**src/pkg/wwcm_pkg.sv**
```systemverilog
package wwcm_pkg;

	// System clock and instruction cycle divider
	localparam int CLK_PERIOD_NS = 10;
	localparam logic [7:0] TC_DIV_DEF = 8'h0a;

	// Register byte offsets on the bus
	localparam logic [7:0] ADR_SERVICE = 8'h00;
	localparam logic [7:0] ADR_CONFIG = 8'h04;
	localparam logic [7:0] ADR_STATUS = 8'h08;
	localparam logic [7:0] ADR_IDLE_TMR = 8'h0c;
	localparam logic [7:0] ADR_ELAPSED = 8'h10;

	// Service register layout
	localparam int SVC_CM_BIT = 0;
	localparam int SVC_KEY_LSB = 1;
	localparam int SVC_SEL_LSB = 6;
	localparam logic [4:0] KEY_VALUE = 5'h0c;
	localparam logic [1:0] SEL_RST = 2'h3;
	localparam logic CM_EN_RST = 1'b1;

	// Configuration register layout
	localparam int CFG_RC_BIT = 0;
	localparam int CFG_CLOCK_START_DELAY_SEL_BIT = 1;
	localparam int CFG_WDOFF_BIT = 2;
	localparam logic [2:0] CFG_RST = 3'h0;

	// Status register layout
	localparam int STS_PEND_BIT = 0;
	localparam int STS_FIRST_BIT = 1;
	localparam int STS_FAULT_BIT = 2;
	localparam int STS_CMERR_BIT = 3;
	localparam int STS_WDERR_BIT = 4;
	localparam int STS_PIN_BIT = 5;

	// Timing in instruction cycles
	localparam logic [16:0] LOWER_LIMIT_TC = 17'h00100;
	localparam logic [16:0] UPPER_BASE_TC = 17'h02000;
	localparam logic [5:0] FAULT_HOLD_TC = 6'h18;
	localparam logic [11:0] IDLE_WRAP_TC = 12'hfff;

	// Oscillator silence that counts as a clock failure
	localparam int CM_TIMEOUT_NS = 1000000;
	localparam int CM_TIMEOUT_CYC = CM_TIMEOUT_NS / CLK_PERIOD_NS;

	typedef enum logic [1:0] {FLT_IDLE, FLT_DRIVE, FLT_HOLD, FLT_RELEASE} wwcm_flt_t;

endpackage : wwcm_pkg

```
**src/hdl/wwcm_top.sv**
```systemverilog
`timescale 1ns/1ps
module wwcm_top
	import wwcm_pkg::*;
#(
	parameter logic [7:0] TC_DIV = TC_DIV_DEF,
	parameter int CM_TIMEOUT = CM_TIMEOUT_CYC
)
(
	input wire logic clock, // System clock, 100 MHz
	input wire logic reset, // Synchronous reset, active high
	input wire logic wb_cyc_i, // Wishbone cycle
	input wire logic wb_stb_i, // Wishbone strobe
	input wire logic wb_we_i, // Wishbone write enable
	input wire logic [7:0] wb_adr_i, // Wishbone byte address
	input wire logic [3:0] wb_sel_i, // Wishbone byte lanes
	input wire logic [31:0] wb_dat_i, // Wishbone write data
	output logic [31:0] wb_dat_o, // Wishbone read data
	output logic wb_ack_o, // Wishbone acknowledge
	input wire logic halt_mode, // Core is in HALT
	input wire logic idle_mode, // Core is in IDLE
	input wire logic oscillator_input_pin, // Oscillator pin, asynchronous
	input wire logic fault_out_n_in, // Level read back from fault pin
	output logic fault_out_n_out, // Fault pin drive value
	output logic fault_out_n_oe, // Fault pin driven low when high
	output logic idle_tick_pending // Idle timer tick flag
);

	typedef struct packed {
		logic ack;
		logic [31:0] dat;
		logic [7:0] tc_cnt;
		logic instruction_cycle;
		logic first_done;
		logic [1:0] win_sel;
		logic cm_en;
		logic [2:0] cfg;
		logic [16:0] elapsed;
		wwcm_flt_t flt;
		logic [5:0] hold;
		logic [23:0] cm_cnt;
		logic cm_err;
		logic wd_seen;
		logic [15:0] idle_tmr;
		logic idle_pend;
		logic halt_d;
		logic idle_d;
		logic [2:0] pin_sync;
		logic pin_lvl;
		logic [2:0] cki_sync;
		logic cki_lvl;
	} wwcm_state_t;

	localparam logic [23:0] CM_LIMIT = 24'(CM_TIMEOUT);

	wwcm_state_t q;
	wwcm_state_t d;
	logic bus_req;
	logic bus_wr;
	logic svc_wr;
	logic svc_take;
	logic svc_good;
	logic svc_bad;
	logic key_ok;
	logic fields_ok;
	logic too_early;
	logic wd_off;
	logic run;
	logic late;
	logic wd_err;
	logic trig;
	logic cki_edge;
	logic [16:0] limit;
	logic [31:0] rdata;

	always_comb
	begin
		d = q;
		bus_req = wb_cyc_i && wb_stb_i;
		// Writes land on the edge where the master samples ack
		bus_wr = bus_req && wb_we_i && q.ack;
		svc_wr = bus_wr && (wb_adr_i == ADR_SERVICE) && wb_sel_i[0];
		wd_off = q.cfg[CFG_WDOFF_BIT];
		limit = UPPER_BASE_TC << q.win_sel;
		key_ok = wb_dat_i[SVC_SEL_LSB-1:SVC_KEY_LSB] == KEY_VALUE;
		fields_ok = key_ok && (wb_dat_i[7:SVC_SEL_LSB] == q.win_sel)
			&& (wb_dat_i[SVC_CM_BIT] == q.cm_en);
		too_early = q.elapsed < LOWER_LIMIT_TC;
		run = !wd_off && (q.flt == FLT_IDLE) && !halt_mode && !idle_mode;
		late = run && q.instruction_cycle && (q.elapsed == limit - 17'h00001);
		svc_take = svc_wr && (q.flt == FLT_IDLE);
		// The initial window has no lower limit
		svc_good = svc_take
			&& (q.first_done ? (fields_ok && !too_early) : key_ok);
		svc_bad = svc_take && !svc_good;
		wd_err = svc_bad || (late && !svc_good);
		trig = !wd_off && (wd_err || q.cm_err);

		// Instruction cycle enable
		d.instruction_cycle = 1'b0;
		if (q.tc_cnt == TC_DIV - 8'h01)
		begin
			d.tc_cnt = 8'h00;
			d.instruction_cycle = 1'b1;
		end
		else
		begin
			d.tc_cnt = q.tc_cnt + 8'h01;
		end

		// Pin synchronisers; a level is taken once stages two and three agree
		d.pin_sync = {q.pin_sync[1:0], fault_out_n_in};
		d.pin_lvl = (q.pin_sync[1] == q.pin_sync[2]) ? q.pin_sync[2] : q.pin_lvl;
		d.cki_sync = {q.cki_sync[1:0], oscillator_input_pin};
		cki_edge = (q.cki_sync[1] == q.cki_sync[2]) && (q.cki_sync[2] != q.cki_lvl);

		// Clock monitor: silence on the oscillator pin for longer than the
		// limit is a failure; it ignores HALT and IDLE on purpose
		if (cki_edge)
		begin
			d.cki_lvl = q.cki_sync[2];
			d.cm_cnt = 24'h000000;
		end
		else if (q.cm_cnt < CM_LIMIT)
		begin
			d.cm_cnt = q.cm_cnt + 24'h000001;
		end
		d.cm_err = q.cm_en && (q.cm_cnt >= CM_LIMIT) && !cki_edge;

		// Window counter
		if (run && q.instruction_cycle && (q.elapsed != limit))
		begin
			d.elapsed = q.elapsed + 17'h00001;
		end
		d.halt_d = halt_mode;
		d.idle_d = idle_mode;
		if (q.halt_d && !halt_mode && !(q.cfg[CFG_RC_BIT] && !q.cfg[CFG_CLOCK_START_DELAY_SEL_BIT]))
		begin
			// RC without start delay resumes where it stopped
			d.elapsed = 17'h00000;
		end
		if (q.idle_d && !idle_mode)
		begin
			d.elapsed = 17'h00000;
		end
		if (svc_good)
		begin
			d.elapsed = 17'h00000;
			if (!q.first_done)
			begin
				d.first_done = 1'b1;
				d.win_sel = wb_dat_i[7:SVC_SEL_LSB];
				d.cm_en = wb_dat_i[SVC_CM_BIT];
			end
		end

		// Fault pin sequencing
		case (q.flt)
			FLT_IDLE:
			begin
				if (trig)
				begin
					d.flt = FLT_DRIVE;
				end
			end
			FLT_DRIVE:
			begin
				if (!q.pin_lvl)
				begin
					d.flt = FLT_HOLD;
					d.hold = 6'h00;
				end
			end
			FLT_HOLD:
			begin
				// A persisting clock error keeps restarting the hold
				if (q.cm_err)
				begin
					d.hold = 6'h00;
				end
				else if (q.instruction_cycle)
				begin
					if (q.hold == FAULT_HOLD_TC - 6'h01)
					begin
						d.flt = FLT_RELEASE;
					end
					else
					begin
						d.hold = q.hold + 6'h01;
					end
				end
			end
			FLT_RELEASE:
			begin
				if (q.pin_lvl)
				begin
					d.flt = FLT_IDLE;
					d.elapsed = 17'h00000;
				end
			end
			default:
			begin
				d.flt = FLT_IDLE;
			end
		endcase
		if (wd_off)
		begin
			d.flt = FLT_IDLE;
		end

		// Idle timer runs free; write loads it
		if (q.instruction_cycle)
		begin
			d.idle_tmr = q.idle_tmr + 16'h0001;
		end
		if (bus_wr && (wb_adr_i == ADR_IDLE_TMR))
		begin
			if (wb_sel_i[0])
			begin
				d.idle_tmr[7:0] = wb_dat_i[7:0];
			end
			if (wb_sel_i[1])
			begin
				d.idle_tmr[15:8] = wb_dat_i[15:8];
			end
		end
		if (bus_wr && (wb_adr_i == ADR_CONFIG) && wb_sel_i[0])
		begin
			d.cfg = wb_dat_i[2:0];
		end
		// Sticky flags: write one clears, a new event in the same cycle wins
		if (bus_wr && (wb_adr_i == ADR_STATUS) && wb_sel_i[0])
		begin
			if (wb_dat_i[STS_PEND_BIT])
			begin
				d.idle_pend = 1'b0;
			end
			if (wb_dat_i[STS_WDERR_BIT])
			begin
				d.wd_seen = 1'b0;
			end
		end
		if (q.instruction_cycle && (q.idle_tmr[11:0] == IDLE_WRAP_TC))
		begin
			d.idle_pend = 1'b1;
		end
		if (!wd_off && wd_err && (q.flt == FLT_IDLE))
		begin
			d.wd_seen = 1'b1;
		end

		// Read mux
		rdata = 32'h00000000;
		if (wb_adr_i == ADR_SERVICE)
		begin
			rdata[7:SVC_SEL_LSB] = q.win_sel;
			rdata[SVC_CM_BIT] = q.cm_en;
		end
		else if (wb_adr_i == ADR_CONFIG)
		begin
			rdata[2:0] = q.cfg;
		end
		else if (wb_adr_i == ADR_STATUS)
		begin
			rdata[STS_PEND_BIT] = q.idle_pend;
			rdata[STS_FIRST_BIT] = q.first_done;
			rdata[STS_FAULT_BIT] = q.flt != FLT_IDLE;
			rdata[STS_CMERR_BIT] = q.cm_err;
			rdata[STS_WDERR_BIT] = q.wd_seen;
			rdata[STS_PIN_BIT] = q.pin_lvl;
		end
		else if (wb_adr_i == ADR_IDLE_TMR)
		begin
			rdata[15:0] = q.idle_tmr;
		end
		else if (wb_adr_i == ADR_ELAPSED)
		begin
			rdata[16:0] = q.elapsed;
		end
		d.ack = bus_req && !q.ack;
		if (bus_req && !q.ack)
		begin
			d.dat = rdata;
		end
	end

	always_ff @(posedge clock)
	begin
		if (reset)
		begin
			q <= '0;
			q.win_sel <= SEL_RST;
			q.cm_en <= CM_EN_RST;
			q.cfg <= CFG_RST;
			q.pin_lvl <= 1'b1;
			q.pin_sync <= 3'h7;
			q.idle_tmr <= q.idle_tmr;
		end
		else
		begin
			q <= d;
		end
	end

	assign wb_ack_o = q.ack;
	assign wb_dat_o = q.dat;
	// Open-drain style: only ever pulls low, the pull-up is outside
	assign fault_out_n_out = 1'b0;
	assign fault_out_n_oe = !q.cfg[CFG_WDOFF_BIT]
		&& ((q.flt == FLT_DRIVE) || (q.flt == FLT_HOLD));
	assign idle_tick_pending = q.idle_pend;
endmodule : wwcm_top

```
**config.mk**
```make
export PLATFORM = sky130hd
export DESIGN_NAME = wwcm_top
export DESIGN_NICKNAME = d
export VERILOG_FILES = /design/src/pkg/wwcm_pkg.sv /design/src/hdl/wwcm_top.sv
export SDC_FILE = /design/constraint.sdc
export NUM_CORES = 1
export LEC_CHECK = 0
export ABC_AREA = 1
export BUFFER_PORTS_ARGS = -buffer_cell sky130_fd_sc_hd__buf_2
export CAP_MARGIN = 5
export CELL_PAD_IN_SITES_DETAIL_PLACEMENT = 1
export CELL_PAD_IN_SITES_GLOBAL_PLACEMENT = 1
export CORE_ASPECT_RATIO = 1.1
export CORE_MARGIN = 5
export CORE_UTILIZATION = 25
export DETAILED_ROUTE_END_ITERATION = 7
export PLACE_DENSITY = 0.49
export SYNTH_ARGS = -nofsm -noshare
export SYNTH_HDL_FRONTEND = slang
export SYNTH_SLANG_ARGS = --single-unit
export TNS_END_PERCENT = 1
```
**constraint.sdc**
```tcl
create_clock -name clock -period 2 [get_ports clock]
set_input_delay 0.1 -clock clock [delete_from_list [all_inputs] [get_ports clock]]
set_output_delay 0.1 -clock clock [all_outputs]
set_load 0.01 [all_outputs]
```
==> impl_metrics.toml, run 1 <==
[place]
dpl.hpwl_mm = 15.1
place_ws_ns = -0.0177
io_buffers = 54
place.gp.congestion = 0.782

[cells_and_area]
finalCoreUtilization_pct = 29.2
syn2layout_area_growth_pct = 14.3
final_nets = 981
seq_area_um2 = 2400
multi_input_area_um2 = 3150
nFillCells = 3066
antennaDiodeCount = 0
drive_gt1_share_pct = 17.4

[clocking]
cts_tree = "built"
cts.clk_slew.worst_paths_ns = 0.08
clock_latency_ns = 0.36
cts_buffer_depth = 2
cts_made_buffers = 9
cts_sinks = 112
htreeDepth = 3
cts.root.buffer_cell = "clkbuf_16"
post_cts_buffers = 0

[timing]
max_slew_margin_pct = 57.2
fin_crit_sh_pct = 92.1
fin_ws_ns = 0.157
worst_pin_slew_ns = 0.638
hold_viol_final = 0
rsz0062_at_grt = "true"
slew_violations = 0
skew_ns = 0.0122
setup_viol_count_final = 0
period_minus_slack_ns = 1.84
timing.hold.ws_ns = 0.0206
fmaxAchievable_mhz = 543

[power]
power_mw = 5.07
p_leak_nw = 2.90
p_int_mw = 3.58
p_sw_share_pct = 29.5
p_seq_share_pct = 48.0
power.switching_mw = 1.50
power_density_nw_per_um2 = 706
clkPwrFrac_pct = 37.5
combPwrFrac_pct = 14.6
max-vdd-ir-drop_v = 0.000356

[critical_path]
reg2reg_slack_ns = 0.16
crit_slowest_cell = "edfxtp_1"
crit_chain = "ha_1 > nand4_1 > nor2_1 > inv_1 > nor2_1 > nand2_1 > xnor2_1 > mux2_2"
r2r-start = "q[11]$_DFFE_PN_"
crit_arrival_ns = 1.95
reg2reg_to = "q[19]$_DFFE_PN_"
cp-startpoint = "q[11]$_DFFE_PN_"
path_depth = 8
startpoint_type = "register"
r2r_cells = 8
cp_top_family = "simple AND/OR/NAND/NOR gates"
cp-end-kind = "register"
setup.worst_path.end = "q[19]$_DFFE_PN_"
path_class = "reg -> reg"
critPathMaxStageDelay_ns = 0.37
critPathBufInv = 1
cp.required_ns = 2.11
cp_max_fo = 3
crit_top_cell = "nor2_1"

[synth]
async_flop_share_pct = 0
synthTopCellsByCount = "nand2_1, inv_1, dfxtp_1"
synth_edf_count = 16
yosysSeqAreaShare_pct = 38.2
synth_seq_cells = 112
netlist_area_um2 = 6280
synth_cells = 854
yosys_warnings = 0
yosys.area.top_type_share_pct = 30.6
yosysMostFrequentCell = "nand2_1"
syn_area_per_cell_um2 = 7.36
synth_top_cells_by_area = "dfxtp_1, nand2_1, edfxtp_1"
synth_cell_types = 51
yosysTopAreaCell = "dfxtp_1"
synth_ff_type = "dfxtp_1"

[floorplanning]
die-area_um2 = 28400
die_x_um = 161
dieHeight_um = 176
fp-row-count = 60
start_util_pct = 25.5
io_pins = 89
core-area_um2 = 24600

[global_route]
grt_pass1_vias = 5645
grt_usage_pct = 13.6
grt_max_degree = 30
antenna_found_initial = 1
grt_pass1_wl_mm = 30.8
grt_overflow_total = 0

[run]
cap_violations = 0

[detailed_routing]
drc = 0
ant_nets = 0
via_per_inst = 4.47
vias = 5502
wl_per_cell_um = 15.4
drtIter0Drc = 175
drt-pass1-iter-count = 4
wirelength_mm = 18.9

[worst_hold_path]
hp-class = "in -> reg"

[outcome]
outcome = "finished clean"
==> per-layer routing <==
metal | global-route usage (%) | vias up | routed length [µm]
met1 | 17.8 | 2589 | 9070
met2 | 23.6 | 50 | 9200
met3 | 1.91 | 13 | 412
li1 | - | 2848 | -
met4 | 3.84 | 2 | 218
met5 | 0 | - | 20
==> cells by family (layout without fill, tap and decap cells) <==
group / count (synthesis) / after routing / share of synthesized area (%)
buffers and inverters: 161 / 212 / 12.7
XOR/XNOR: 22 / 22 / 3.07
adder cells (fa/ha/maj): 13 / 13 / 2.59
AND/OR/NAND/NOR: 404 / 404 / 30.5
flip-flops: 112 / 112 / 38.2
multiplexers: 5 / 5 / 0.916
AO/OA/AOI/OAI: 136 / 136 / 11.9
other: 1 / 16 / 0.0597
==> layout make-up <==
type	instances	area share, %
flip-flops and latches	112	33.5
well taps	310	5.40
inverters	108	5.71
clock buffers	10	3.48
multi-input cells	596	43.8
clock inverters	6	0.679
repair buffers	88	7.42
==> worst reg2reg max path: cells and delay by family, from the launching register on <==
| kind | cells | cell delay, ns |
|---|---|---|
| xor+xnor | 1 | 0.12 |
| buf+inv | 1 | 0.10 |
| mux | 1 | 0.27 |
| simple gates | 4 | 0.53 |
| fa+ha+maj | 1 | 0.21 |
| flops | 1 | 0.37 |
==> worst min-delay path by stage <==
stage	startpoint	to	slack (ns)	cells after the start
2_1_floorplan	fault_out_n_in	d[6]$_SDFF_PP1_	0.20	1
3_3_place_gp	fault_out_n_in	d[6]$_SDFF_PP1_	0.28	2
3_5_place_dp	fault_out_n_in	d[6]$_SDFF_PP1_	0.29	2
4_1_cts	halt_mode	q[9]$_SDFF_PP0_	0.006	3
5_1_grt	halt_mode	q[9]$_SDFF_PP0_	0.03	3
6_report	halt_mode	q[9]$_SDFF_PP0_	0.02	3
==> placed cells by master (no fill, tap or decap), types with 5 or more instances in the layout <==
cell	synthesis	routed
inv_2	5	5
clkbuf_16	0	10
nor2_4	7	8
dfxtp_1	96	94
a21oi_1	64	64
ha_1	13	12
nand3_1	35	35
edfxtp_1	16	16
nor2_1	91	91
nand2_1	180	180
nor4_1	5	5
o21ai_0	47	45
a31oi_1	6	6
nand3_2	5	5
o211ai_1	5	5
o21ai_1	5	7
conb_1	1	16
buf_2	1	54
inv_1	99	99
buf_4	34	31
nor3b_2	6	6
nand2_2	10	10
nor3_1	20	20
xor2_1	18	18
nand4_1	19	19
==> stage by stage <==
stage	cells	setup TNS [ns]	area [µm²]
6_report	1230	0	7180
5_1_grt	1230	-0.00653	7180
4_1_cts	1230	0	7170
3_5_place_dp	1211	-0.0389	6840
3_3_place_gp	1211	0	6840
2_1_floorplan	869	0	6340
==> power by group through the flow <==
stage	registers [mW]	clock network, mW	logic, mW
after floorplan	2.47	0	0.517
after global placement	2.48	0	0.743
after detailed placement	2.49	0	0.740
after CTS	2.43	2.00	0.752
after global routing	2.45	2.07	0.858
final	2.43	1.90	0.739
==> sequential cells by signal, summed over array words and instances (netlist names) <==
name               cells
wb_dat_o              17
d                      4
wb_ack_o               1
idle_tick_pending      1
q                     89
==> what timing repair did <==
item                                    CTS  global route
endpoints found under the hold margin     3             0
endpoints found under the setup margin    8            11
pin swaps                                 0             1
gates resized for setup                   1             5
hold buffers                              3             0
(Power assumes the default switching activity.)
==> inputs of run 2 (changes only) <==
Settings changed: SETUP_SLACK_MARGIN set to 0.3.
==> run 2 against run 1 <==
  * Final cell count increased by 1.5%
  * Final area grew 5.4%
  * Sequential cell count is the same
  * Fmax up 8.7%
  * Sequential share of layout area decreased by 1.5 points
  * Non-clock buffer count grew 18
  * Largest power group unchanged
  * Die area did not move
  * Sequential power about the same
  * Clock skew barely moved
  * Highest routed layer unchanged
  * Critical path depth did not move
  * Largest cell class unchanged
  * Global-route usage rose by 0.16 points
==> impl_metrics.toml, run 2 (synthesized netlist as in run 1, its figures left out) <==
[cells_and_area]
drive_gt1_share_pct = 24.1
top_register = "q"
largest_reg_flops = 89
antennaDiodeCount = 0
multi_input_area_um2 = 3340
nFillCells = 3043
final_nets = 999
seq_area_um2 = 2420
final_cell_area_um2 = 7570
layout_common_cells = "nand2_1, inv_1, nor2_1, dfxtp_1, a21oi_1"
syn2layout_area_growth_pct = 20.5
final_common_cell = "nand2_1"

[power]
p_int_mw = 3.72
power_density_nw_per_um2 = 705
p_seq_share_pct = 45.9
clkPwrFrac_pct = 35.7
combPwrFrac_pct = 18.3
power.switching_mw = 1.62
power_mw = 5.33
max-vdd-ir-drop_v = 0.000356
p_leak_nw = 3.07
p_sw_share_pct = 30.3

[timing]
fin_tns_setup_ns = 0
hold_viol_final = 0
skew_ns = 0.0124
slew_violations = 0
setup_viol_count_final = 0
period_minus_slack_ns = 1.70
rsz0062_at_grt = "true"
timing.hold.ws_ns = 0.0162
fin_crit_sh_pct = 84.8
fmaxAchievable_mhz = 590

[global_route]
grt_max_degree = 30
antenna_found_initial = 1
grt_usage_pct = 13.8
grt_overflow_total = 0
grt_pass1_vias = 5731
grt_pass1_wl_mm = 31.2

[detailed_routing]
drt-pass1-iter-count = 4
wl_per_cell_um = 15.5
ant_nets = 0
vias = 5625
drtIter0Drc = 188
via_per_inst = 4.51
drc = 0
wirelength_mm = 19.4

[critical_path]
path_class = "reg -> reg"
crit_arrival_ns = 1.81
cp-end-kind = "register"
cp.required_ns = 2.12
startpoint_type = "register"
cp_max_fo = 3

[floorplanning]
fp-row-count = 60
start_util_pct = 25.5
io_pins = 89
die-area_um2 = 28400
dieHeight_um = 176
core-area_um2 = 24600
die_x_um = 161

[place]
place.gp.congestion = 0.782
placed_area_um2 = 6840
io_buffers = 54
dpl.hpwl_mm = 15.1

[run]
cap_violations = 0

[clocking]
cts.root.buffer_cell = "clkbuf_16"
htreeDepth = 3
cts_made_buffers = 9
cts_tree = "built"
cts_sinks = 112
cts.clk_slew.worst_paths_ns = 0.08
clock_latency_ns = 0.37
cts_buffer_depth = 2

[outcome]
outcome = "finished clean"

[worst_hold_path]
hp-class = "in -> reg"
-- run 2: worst max-delay path: stages (launching register included) --
cell and delay, ns:
edfxtp_1 0.37, ha_2 0.18, nand4_1 0.12, nor2_2 0.16, inv_2 0.06, nor2_2 0.11
nand2_1 0.07, xnor2_1 0.12, mux2_4 0.26
-- run 2: metrics by stage --
step | std cells | utilization, % | setup WS, ns
5_1_grt | 1248 | 30.7 | 0.181
3_3_place_gp | 1211 | 27.8 | 0.0323
3_5_place_dp | 1211 | 27.8 | -0.0177
4_1_cts | 1242 | 29.9 | 0.246
6_report | 1248 | 30.7 | 0.304
2_1_floorplan | 869 | - | 0.316
-- run 2: metal layers --
metal | vias to the layer above | track usage (%) | wire length [µm]
li1 | 2887 | - | -
met1 | 2668 | 18.0 | 9150
met2 | 55 | 24.0 | 9540
met3 | 13 | 1.91 | 449
met4 | 2 | 3.84 | 221
met5 | - | 0 | 13
-- run 2: cell type report --
| class | count | area share [%] |
|---|---|---|
| clock buffer | 10 | 3.31 |
| timing repair buffer | 106 | 9.21 |
| tap | 310 | 5.12 |
| clock inverter | 6 | 0.645 |
| inverter | 108 | 5.55 |
| multi-input combinational | 596 | 44.2 |
| sequential | 112 | 32.0 |
-- run 2: worst paths after layout --
| check | from | end | slack [ns] | cells past startpoint |
|---|---|---|---|---|
| min | halt_mode | q[9]$_SDFF_PP0_ | 0.02 | 3 |
| max reg2reg | q[11]$_DFFE_PN_ | q[19]$_DFFE_PN_ | 0.30 | 8 |
| min reg2reg | d[2]$_SDFF_PP0_ | d[3]$_SDFF_PP0_ | 0.41 | 2 |
| max | q[11]$_DFFE_PN_ | q[19]$_DFFE_PN_ | 0.30 | 8 |
-- run 2: power by group through the flow --
stage | sequential, mW | combinational, mW | clock (mW)
global route | 2.46 | 1.10 | 2.07
floorplan | 2.47 | 0.517 | 0
detailed placement | 2.49 | 0.740 | 0
CTS | 2.45 | 0.919 | 2.00
global placement | 2.48 | 0.743 | 0
finish | 2.45 | 0.978 | 1.91
-- run 2: timing repair --
action	CTS	global route
pin swaps	14	23
buffers inserted	13	6
endpoints found under the setup margin	41	54
hold buffers	2	0
endpoints found under the hold margin	2	0
resized for setup	33	47
